<file path="src/rtl/sshe_params.svh">
// Constants for the subtract, shift and halt execution block
`ifndef SSHE_PARAMS_SVH
`define SSHE_PARAMS_SVH
// Opcodes, subtract
`define SSHE_OP_SUB_RR 8'h22
`define SSHE_OP_SUB_RIR 8'h23
`define SSHE_OP_SUB_GG 8'h24
`define SSHE_OP_SUB_GIR 8'h25
`define SSHE_OP_SUB_GIM 8'h26
// Opcodes, subtract with borrow
`define SSHE_OP_SBC_RR 8'h32
`define SSHE_OP_SBC_RIR 8'h33
`define SSHE_OP_SBC_GG 8'h34
`define SSHE_OP_SBC_GIR 8'h35
`define SSHE_OP_SBC_GIM 8'h36
// Opcodes, shift, carry preset, halt
`define SSHE_OP_SRA_G 8'hd0
`define SSHE_OP_SRA_IR 8'hd1
`define SSHE_OP_SCF 8'hdf
`define SSHE_OP_HALT 8'h7f
// Unlock value that allows the halt to stop the clocks
`define SSHE_UNLOCK_KEY 8'ha5
// Instruction lengths in bytes
`define SSHE_LEN_1 2'h1
`define SSHE_LEN_2 2'h2
`define SSHE_LEN_3 2'h3
// Execution times in CPU cycles
`define SSHE_CYC_4 3'h4
`define SSHE_CYC_6 3'h6
`define SSHE_CYC_ONE 3'h1
`define SSHE_CYC_ZERO 3'h0
// Bit positions
`define SSHE_MSB 7
`define SSHE_MSB_M1 6
`endif

</file>
<file path="src/rtl/sshe_pkg.sv">
// Types for the subtract, shift and halt execution block
package sshe_pkg;
   typedef enum logic [2:0] {
      SSHE_IDLE = 3'h1,
      SSHE_EXEC = 3'h2,
      SSHE_STOP = 3'h4
   } sshe_state_t;
   typedef enum logic [5:0] {
      SSHE_K_NONE = 6'h01,
      SSHE_K_SUB = 6'h02,
      SSHE_K_SBC = 6'h04,
      SSHE_K_SRA = 6'h08,
      SSHE_K_SCF = 6'h10,
      SSHE_K_HALT = 6'h20
   } sshe_kind_t;
endpackage : sshe_pkg

</file>
<file path="src/rtl/sshe_exec.sv">
// Execution unit for subtract, subtract with borrow, shift, carry preset and halt
`timescale 1ns/1ps
`default_nettype none
`include "sshe_params.svh"
module sshe_exec #(
   parameter int DATA_W = 8
) (
   input wire logic clk_in,
   input wire logic arst_n_in,
   input wire logic start_in,
   input wire logic [7:0] opcode_in,
   input wire logic [DATA_W-1:0] dst_in,
   input wire logic [DATA_W-1:0] src_in,
   input wire logic [7:0] halt_unlock_reg_in,
   input wire logic ext_irq_in,
   output logic [DATA_W-1:0] result_out,
   output logic result_we_out,
   output logic done_out,
   output logic illegal_out,
   output logic [1:0] bytes_out,
   output logic [2:0] cycles_out,
   output logic carry_out,
   output logic zero_out,
   output logic sign_out,
   output logic ovf_out,
   output logic stopped_out,
   output logic cpu_clk_en_out,
   output logic sys_clk_en_out,
   output logic pc_to_reset_out
);
   import sshe_pkg::*;

   // The flag and sign logic is written for a byte-wide datapath only
   if (DATA_W != 8) begin : g_bad_width
      $error("sshe_exec supports DATA_W of 8 only");
   end

   sshe_state_t state_q, state_d;
   sshe_kind_t kind_q, kind_d, dec_kind;
   logic [1:0] dec_len;
   logic [2:0] dec_cyc;
   logic [2:0] cnt_q, cnt_d;
   logic [7:0] dst_q, dst_d, src_q, src_d;
   logic cin_q, cin_d;
   logic [7:0] res_q, res_d;
   logic we_q, we_d, done_q, done_d, ill_q, ill_d, pcr_q, pcr_d;
   logic [1:0] len_q, len_d;
   logic [2:0] cyc_q, cyc_d;
   logic c_q, c_d, z_q, z_d, s_q, s_d, v_q, v_d;
   logic stop_q, stop_d, cen_q, cen_d;
   logic irq_s1_q, irq_s2_q;
   logic [8:0] diff;
   logic [7:0] sra_res;

   // Interrupt pin is asynchronous; two stages before any use
   always_ff @(posedge clk_in or negedge arst_n_in) begin
      if (!arst_n_in) begin
         irq_s1_q <= 1'b0;
         irq_s2_q <= 1'b0;
      end else begin
         irq_s1_q <= ext_irq_in;
         irq_s2_q <= irq_s1_q;
      end
   end

   // Opcode decode: kind, length and execution time
   always_comb begin
      dec_kind = SSHE_K_NONE;
      dec_len = `SSHE_LEN_1;
      dec_cyc = `SSHE_CYC_4;
      case (opcode_in)
         `SSHE_OP_SUB_RR, `SSHE_OP_SBC_RR: begin
            dec_len = `SSHE_LEN_2;
            dec_cyc = `SSHE_CYC_4;
         end
         `SSHE_OP_SUB_RIR, `SSHE_OP_SBC_RIR: begin
            dec_len = `SSHE_LEN_2;
            dec_cyc = `SSHE_CYC_6;
         end
         `SSHE_OP_SUB_GG, `SSHE_OP_SUB_GIR, `SSHE_OP_SUB_GIM,
         `SSHE_OP_SBC_GG, `SSHE_OP_SBC_GIR, `SSHE_OP_SBC_GIM: begin
            dec_len = `SSHE_LEN_3;
            dec_cyc = `SSHE_CYC_6;
         end
         `SSHE_OP_SRA_G, `SSHE_OP_SRA_IR: begin
            dec_kind = SSHE_K_SRA;
            dec_len = `SSHE_LEN_2;
         end
         `SSHE_OP_SCF: dec_kind = SSHE_K_SCF;
         `SSHE_OP_HALT: dec_kind = SSHE_K_HALT;
         default: dec_kind = SSHE_K_NONE;
      endcase
      // Subtract families share the length table above
      if (opcode_in inside {`SSHE_OP_SUB_RR, `SSHE_OP_SUB_RIR, `SSHE_OP_SUB_GG,
            `SSHE_OP_SUB_GIR, `SSHE_OP_SUB_GIM}) begin
         dec_kind = SSHE_K_SUB;
      end
      if (opcode_in inside {`SSHE_OP_SBC_RR, `SSHE_OP_SBC_RIR, `SSHE_OP_SBC_GG,
            `SSHE_OP_SBC_GIR, `SSHE_OP_SBC_GIM}) begin
         dec_kind = SSHE_K_SBC;
      end
   end

   // Datapath on the latched operands; borrow drops out as bit 8
   always_comb begin
      diff = {1'b0, dst_q} - {1'b0, src_q} - {8'h00, cin_q};
      sra_res = {dst_q[`SSHE_MSB], dst_q[`SSHE_MSB:1]};
   end

   // Sequencer and architectural state next values
   always_comb begin
      state_d = state_q;
      kind_d = kind_q;
      cnt_d = cnt_q;
      dst_d = dst_q;
      src_d = src_q;
      cin_d = cin_q;
      res_d = res_q;
      len_d = len_q;
      cyc_d = cyc_q;
      c_d = c_q;
      z_d = z_q;
      s_d = s_q;
      v_d = v_q;
      stop_d = stop_q;
      cen_d = cen_q;
      we_d = 1'b0;
      done_d = 1'b0;
      ill_d = 1'b0;
      pcr_d = 1'b0;
      case (state_q)
         SSHE_IDLE: begin
            if (start_in) begin
               kind_d = dec_kind;
               dst_d = dst_in;
               src_d = src_in;
               // Plain subtract takes no borrow in
               cin_d = (dec_kind == SSHE_K_SBC) ? c_q : 1'b0;
               len_d = dec_len;
               cyc_d = dec_cyc;
               cnt_d = dec_cyc - `SSHE_CYC_ONE;
               if (dec_kind == SSHE_K_NONE) begin
                  // Unknown opcode answered at once; result and flags hold, length and cycles still load
                  ill_d = 1'b1;
                  done_d = 1'b1;
               end else begin
                  state_d = SSHE_EXEC;
               end
            end
         end
         SSHE_EXEC: begin
            if (cnt_q != `SSHE_CYC_ZERO) begin
               cnt_d = cnt_q - `SSHE_CYC_ONE;
            end else begin
               done_d = 1'b1;
               state_d = SSHE_IDLE;
               case (kind_q)
                  SSHE_K_SUB, SSHE_K_SBC: begin
                     res_d = diff[7:0];
                     we_d = 1'b1;
                     c_d = diff[8];
                     z_d = (diff[7:0] == 8'h00);
                     s_d = diff[`SSHE_MSB];
                     v_d = (dst_q[`SSHE_MSB] ^ src_q[`SSHE_MSB]) &
                           (diff[`SSHE_MSB] == src_q[`SSHE_MSB]);
                  end
                  SSHE_K_SRA: begin
                     res_d = sra_res;
                     we_d = 1'b1;
                     c_d = dst_q[0];
                     z_d = (sra_res == 8'h00);
                     s_d = sra_res[`SSHE_MSB];
                     v_d = 1'b0;
                  end
                  SSHE_K_SCF: c_d = 1'b1;
                  SSHE_K_HALT: begin
                     if (halt_unlock_reg_in == `SSHE_UNLOCK_KEY) begin
                        // Both clocks gate off; flags untouched
                        state_d = SSHE_STOP;
                        stop_d = 1'b1;
                        cen_d = 1'b0;
                     end else begin
                        pcr_d = 1'b1;
                     end
                  end
                  default: ill_d = 1'b1;
               endcase
            end
         end
         SSHE_STOP: begin
            // Nothing but the interrupt pin moves state; reset is the async path
            // All operand, result and flag registers simply hold here
            if (irq_s2_q) begin
               state_d = SSHE_IDLE;
               stop_d = 1'b0;
               cen_d = 1'b1;
            end
         end
         default: state_d = SSHE_IDLE;
      endcase
   end

   // Register everything; reset is also the other way out of stop
   always_ff @(posedge clk_in or negedge arst_n_in) begin
      if (!arst_n_in) begin
         state_q <= SSHE_IDLE;
         kind_q <= SSHE_K_NONE;
         cnt_q <= `SSHE_CYC_ZERO;
         dst_q <= 8'h00;
         src_q <= 8'h00;
         cin_q <= 1'b0;
         res_q <= 8'h00;
         len_q <= 2'h0;
         cyc_q <= 3'h0;
         c_q <= 1'b0;
         z_q <= 1'b0;
         s_q <= 1'b0;
         v_q <= 1'b0;
         stop_q <= 1'b0;
         cen_q <= 1'b1;
         we_q <= 1'b0;
         done_q <= 1'b0;
         ill_q <= 1'b0;
         pcr_q <= 1'b0;
      end else begin
         state_q <= state_d;
         kind_q <= kind_d;
         cnt_q <= cnt_d;
         dst_q <= dst_d;
         src_q <= src_d;
         cin_q <= cin_d;
         res_q <= res_d;
         len_q <= len_d;
         cyc_q <= cyc_d;
         c_q <= c_d;
         z_q <= z_d;
         s_q <= s_d;
         v_q <= v_d;
         stop_q <= stop_d;
         cen_q <= cen_d;
         we_q <= we_d;
         done_q <= done_d;
         ill_q <= ill_d;
         pcr_q <= pcr_d;
      end
   end

   // Outputs straight from flops
   assign result_out = res_q;
   assign result_we_out = we_q;
   assign done_out = done_q;
   assign illegal_out = ill_q;
   assign bytes_out = len_q;
   assign cycles_out = cyc_q;
   assign carry_out = c_q;
   assign zero_out = z_q;
   assign sign_out = s_q;
   assign ovf_out = v_q;
   assign stopped_out = stop_q;
   assign cpu_clk_en_out = cen_q;
   assign sys_clk_en_out = cen_q;
   assign pc_to_reset_out = pcr_q;
endmodule : sshe_exec
`default_nettype wire

</file>
<file path="config.mk">
export PLATFORM = sky130hd
export DESIGN_NAME = sshe_exec
export DESIGN_NICKNAME = d
export VERILOG_FILES = /design/src/rtl/sshe_pkg.sv /design/src/rtl/sshe_exec.sv
export VERILOG_INCLUDE_DIRS = /design/src /design/src/rtl
export SDC_FILE = /design/constraint.sdc
export NUM_CORES = 1
export LEC_CHECK = 0
export ABC_AREA = 1
export BUFFER_PORTS_ARGS = -buffer_cell sky130_fd_sc_hd__buf_2
export CAP_MARGIN = 20
export CORE_MARGIN = 5
export CORE_UTILIZATION = 47
export DETAILED_ROUTE_END_ITERATION = 12
export GPL_ROUTABILITY_DRIVEN = 0
export GPL_TIMING_DRIVEN = 0
export PLACE_DENSITY = 0.71
export SLEW_MARGIN = 20
export SYNTH_ARGS = -nofsm -noshare
export SYNTH_HDL_FRONTEND = slang
export SYNTH_SLANG_ARGS = --single-unit
</file>
<file path="constraint.sdc">
create_clock -name clk_in -period 2.07 [get_ports clk_in]
set_input_delay 0.621 -clock clk_in [delete_from_list [all_inputs] [get_ports clk_in]]
set_output_delay 0.621 -clock clk_in [all_outputs]
set_load 0.005 [all_outputs]
</file>
Word-level counts from Yosys, hierarchy flattened
Index checks and enable logic that the tools add are counted.
{ "word_totals": {"ff_bits": 54, "inputBits": 36, "output_inout_bits": 24, "wordCells": 128} }
{ "op_classes": {"addsub": 4, "eq_ne": 33, "muxes": 45, "bitwise_logic": 3, "reduce_logical": 22} }
{ "ops": {"columns": ["op", "n"], "rows": [
  ["$eq 8x6->1 const B", 10],
  ["$eq 8x8->1 const B", 4],
  ["$mux 3", 8],
  ["$mux 1", 21],
  ["$pmux 6 s3", 1],
  ["$logic_not 8->1", 2],
  ["$pmux 8 s2", 1],
  ["$ne 2x2->1 const B", 7],
  ["$pmux 1 s2", 7],
  ["$eq 6x3->1 const B", 2],
  ["$mux 6", 2],
  ["$reduce_or 6->1", 2],
  ["$reduce_bool 5->1", 2],
  ["$pmux 3 s3", 1],
  ["$reduce_and 3->1", 3],
  ["$sub 8x8->9", 1],
  ["$sub 9x1->9", 1],
  ["$eq 8x7->1 const B", 1],
  ["$reduce_or 8->1", 1],
  ["$eq 6x1->1 const B", 1],
  ["$eq 6x2->1 const B", 1],
  ["$eq 6x4->1 const B", 1],
  ["$eq 6x5->1 const B", 1],
  ["$eq 6x6->1 const B", 1],
  ["20 further kinds", 25]
]} }

Depth between registers and ports, before layout
{ "logic_depth": {"word_depth": 9, "ltp_mapped": 15, "mapped_depth_nobuf": 15} }

Worst setup path before layout
OpenSTA, ideal clock, no wires.
{ "synth_timing": {"path_kind": "reg-to-reg", "from": "reg dst_q[0]", "to": "reg z_q, in the netlist zero_out", "setup_ns": 0.077, "arrival_ns": 1.875, "required_time_ns": 1.993, "slack_ns": 0.117, "stages_incl_launch_ff": 10, "n_path_buf": 0, "path_cell_list": "dfrtp_1 -> fa_1 -> fa_1 -> xnor2_1 -> nand2_1 -> nor2_1 -> nand2_1 -> nor2_1 -> nand3_1 -> a21oi_1"} }
{ "synth_between": {"elab_chain_cells": 4} }
{ "synth_rtl": {"columns": ["element", "line", "source"], "rows": [
  ["start: declaration", "sshe_exec.sv:43", "logic [7:0] dst_q, dst_d, src_q, src_d;"],
  ["start signal: assignment", "sshe_exec.sv:229", "dst_q <= dst_d;"],
  ["$sub 8x8->9", "sshe_exec.sv:106", "diff = {1'b0, dst_q} - {1'b0, src_q} - {8'h00, cin_q};"],
  ["$sub 9x1->9", "sshe_exec.sv:106", null],
  ["$logic_not 8->1", "sshe_exec.sv:162", "z_d = (diff[7:0] == 8'h00);"],
  ["$pmux 1 s2", "sshe_exec.sv:157", "case (kind_q)"],
  ["end signal: assignment", "sshe_exec.sv:236", "z_q <= z_d;"],
  ["end: declaration", "sshe_exec.sv:49", "logic c_q, c_d, z_q, z_d, s_q, s_d, v_q, v_d;"]
]} }
Every way passes these cells.
A chain may end at the register's enable or synchronous reset.

Worst setup path after layout
{ "layout_timing": {"from": "reg cin_q", "to": "reg v_q, in the netlist ovf_out"} }
{ "layout_between": {"elab_chain_cells": 4} }
{ "layout_rtl": {"columns": ["element", "line", "source"], "rows": [
  ["start: declaration", "sshe_exec.sv:44", "logic cin_q, cin_d;"],
  ["start signal: assignment", "sshe_exec.sv:231", "cin_q <= cin_d;"],
  ["$sub 9x1->9", "sshe_exec.sv:106", null],
  ["$eq 1x1->1", "sshe_exec.sv:165", "(diff[`SSHE_MSB] == src_q[`SSHE_MSB]);"],
  ["$and 1x1->1", "sshe_exec.sv:164", "v_d = (dst_q[`SSHE_MSB] ^ src_q[`SSHE_MSB]) &"],
  ["$pmux 1 s2", "sshe_exec.sv:157", null],
  ["end signal: assignment", "sshe_exec.sv:238", "v_q <= v_d;"],
  ["end: declaration", "sshe_exec.sv:49", null]
]} }
Every way passes these cells.

==> summary.md <==
| Metric | Value |
|---|---|
| CTS Sinks | `52` |
| P_leak | `0.00193 uW` |
| Antenna Diode Count | `0` |
| Worst slew margin | `0.563` |
| Count of endpoints failing hold in the final timing report | `0` |
| Area of all placed cells without fillers | `3670 um^2` |
| Footprint of the multi-input gates | `1550 um^2` |
| Clock slew seen by the registers of the worst setup and hold paths | `0.10 ns` |
| Die boundary height | `about 90 um` |
| Routed WL | `6840 um` |
| PD cells | `1590 nW/um^2` |
| CTS tree | `built` |
| Post-placement cell area | `3390 um^2` |
| Library cell with the largest summed area after synthesis | `sky130_fd_sc_hd__dfrtp_1` |
| Netlist area before placement | `3000 um^2` |
| Remaining design rule violation count | `0` |
| Mapped Cells | `383` |
| Avg Inst Size Synth | `7.83 um^2` |
| Fraction of final layout cells sized beyond drive strength 1 | `0.291` |
| Placement Rows | `29` |
| RSZ-0062 raised after global routing | `true` |
| Overall via count from detail_route | `2673` |
| Longest Clk Path Bufs | `2` |
| Root buf cell | `sky130_fd_sc_hd__clkbuf_8` |
| Worst-margin pin slew | `between 0.6 and 0.7 ns` |
| Result of the run | `finished, violations left` |
| Category of the worst setup path launch point | `flip-flop` |
| Detailed placement HPWL | `between 5000 and 6000 um` |
| Kind of end point of the critical path | `flip-flop` |
| Total number of H-tree levels | `2` |
| Overflow left after global routing | `0` |
| Proportion of netlist area held by the largest area contributor | `0.409` |
| Layout overhead on the synthesized area | `22.4%` |
| Post-route setup slack | `-0.0135 ns` |
| Number of global-route vias before repair | `2547` |
| Register area share after synthesis | `0.435` |
| Register cell area after layout | `1310 um^2` |
| Critical path data arrival time | `2.34 ns` |
| Horizontal die dimension | `around 90 um` |
| Metal1 wirelength | `3220 um` |
| Max_cap viols | `0` |
| Leading cell types in the layout, fill and taps excluded | `sky130_fd_sc_hd__nand2_1, sky130_fd_sc_hd__buf_2, sky130_fd_sc_hd__dfrtp_1` |
| Hold-fix buffers, CTS | `0` |
| Commonest non-fill, non-tap cell in the layout | `sky130_fd_sc_hd__nand2_1` |
| Core Area | `roughly 6300 um^2` |
| Post-synth net total | `436` |
| Routed length on met3 | `between 400 and 500 um` |
| Failing checks | `negative setup slack` |
| Initial Util | `0.478` |
| Global router's overall resource usage | `0.171` |
| Number of buffers created by CTS | `5` |
| Total of fill cells in the finished design | `600` |
| Count of nets after finishing | `~510` |
| Boundary pin count | `60` |
| Achievable frequency | `480 MHz` |
| Overall die area | `slightly above 8000 um^2` |
| Warnings, synthesis | `0` |
| Tightest Hold Check Type | `input pin to async pin` |
| Endpoints failing setup | `1` |
| Largest net degree at the start of global routing | `between 50 and 60` |
| Required @ worst endpoint | `2.33 ns` |
| Post-layout min period | `2.08 ns` |
| Topmost layer with routed signal wires | `met4` |
| Number of search-and-repair iterations in the first detailed-routing pass | `5` |
| Count of port buffers added during placement | `58` |
| Distinct cell type count after synthesis | `41` |
| DRT iter0 DRCs | `198` |
| Critical path peak fanout | `2` |
| Number of register bits inferred by synthesis | `52` |
| Worst setup path class | `flip-flop to flip-flop` |
| Number of vias per cell after detailed routing | `just over 5` |
| Antenna violations before repair | `0` |
| Worst vdd rail ir drop | `886 uV` |
| Antenna-violating nets left | `0` |
| Setup clock skew after layout | `0.00561 ns` |
| Ranking of synthesized cells by area | `sky130_fd_sc_hd__dfrtp_1, sky130_fd_sc_hd__nand2_1, sky130_fd_sc_hd__inv_1` |
| Max-slew violation count | `0` |
| Global-route wire length before repair | `11700 um` |
| Routed wirelength normalized by instance count | `approximately 13 um` |
| Final clock period utilization by the worst path | `1.01` |
| Met2 routed wirelength | `3070 um` |
| Final standard cell utilization of the core | `0.585` |
| Clock Latency Late Sink | `approximately 0.32 ns` |
==> per-layer routing <==
layer | GRT usage | up-vias
met1 | 0.241 | 1216
li1 | - | 1355
met3 | 0.0409 | 11
met4 | 0.0521 | 0
met2 | 0.261 | 91
met5 | 0 | -
==> synth_stat cells, drive strengths merged <==
cell / count
nand2: 109
inv: 54
dfrtp: 49
nor2: 38
o21ai: 29
nand3: 21
a21oi: 16
ha: 15
nand4: 9
buf: 8
nor3: 6
dfstp: 3
nand3b: 3
or2: 3
clkbuf: 2
fa: 2
o22ai: 2
xnor2: 2
xor2: 2
a21o: 1
a31oi: 1
clkinv: 1
conb: 1
mux2: 1
mux2i: 1
nor3b: 1
o211ai: 1
o21a: 1
o31ai: 1
==> sequential cells by signal (all words and copies together) (netlist names) <==
register and cells:
illegal_out 1, result_out 8, kind_q 6, cin_q 1, carry_out 1, irq_s2_q 1
bytes_out 2, pc_to_reset_out 1, cpu_clk_en_out 1, cycles_out 2, stopped_out 1, cnt_q 3
src_q 8, zero_out 1, dst_q 8, result_we_out 1, done_out 1, irq_s1_q 1
state_q 3, ovf_out 1
==> repair_timing <==
| item | CTS | global route |
|---|---|---|
| setup buffers | 1 | 4 |
| pin swaps | 0 | 9 |
| endpoints found under the setup margin | 3 | 7 |
| gates resized for setup | 1 | 31 |
==> cell type report <==
| type | instances | area share |
|---|---|---|
| multi-input combinational | 266 | 0.423 |
| sequential | 52 | 0.355 |
| timing repair buffer | 63 | 0.0900 |
| inverter | 55 | 0.0566 |
| tap | 77 | 0.0262 |
| clock buffer | 5 | 0.0187 |
| buffer | 10 | 0.0177 |
| clock inverter | 3 | 0.0126 |
==> where the power goes <==
group,switching [uW],internal (uW)
clock network,357,364
logic,2180,1490
registers,176,1270
==> stage by stage <==
step	std cells	power, uW	hold WS (ns)	setup WS [ns]	setup TNS [ns]
6_report	531	5840	0.311	-0.0135	-0.0135
5_1_grt	531	6430	0.378	-0.104	-0.266
2_1_floorplan	383	3710	0.325	0.117	0
3_5_place_dp	518	4410	0.338	-0.0338	-0.0345
3_3_place_gp	518	4320	0.336	-0.0238	-0.0238
4_1_cts	527	5170	0.354	0.00596	0
==> path summary, 6_finish.rpt <==
kind	cells past startpoint	endpoint	start	slack, ns
worst max-delay path	14	ovf_out	cin_q	-0.01
worst min-delay path	1	src_q[5]	arst_n_in	0.31
worst max register to register	14	ovf_out	cin_q	-0.01
worst min register to register	0	irq_s2_q	irq_s1_q	0.36
max in group asynchronous	1	dst_q[5]	arst_n_in	1.30
min in group clk_in	0	irq_s2_q	irq_s1_q	0.36
==> logic make-up after synthesis <==
logic type,after synthesis,share of synthesized area
flip-flops,52,0.435
AND/OR/NAND/NOR,190,0.283
adder cells (fa/ha/maj),17,0.0759
multiplexers,2,0.00709
AO/OA/AOI/OAI,52,0.0951
other,1,0.00125
XOR/XNOR,4,0.0117
buffers and inverters,65,0.0909
==> worst max-delay path, cell delays in order, from the launching register on <==
cell and delay [ns]:
sky130_fd_sc_hd__dfrtp_1 0.35, sky130_fd_sc_hd__inv_2 0.05, sky130_fd_sc_hd__fa_2 0.60, sky130_fd_sc_hd__inv_2 0.05, sky130_fd_sc_hd__ha_4 0.15, sky130_fd_sc_hd__inv_2 0.04
sky130_fd_sc_hd__nand2_2 0.06, sky130_fd_sc_hd__nand2_2 0.07, sky130_fd_sc_hd__nand2_2 0.07, sky130_fd_sc_hd__nand2_2 0.07, sky130_fd_sc_hd__nand3b_1 0.13, sky130_fd_sc_hd__buf_4 0.17
sky130_fd_sc_hd__nand3_2 0.07, sky130_fd_sc_hd__nand3_2 0.06, sky130_fd_sc_hd__nand2_1 0.08
Power figures use the tool's default switching activity.
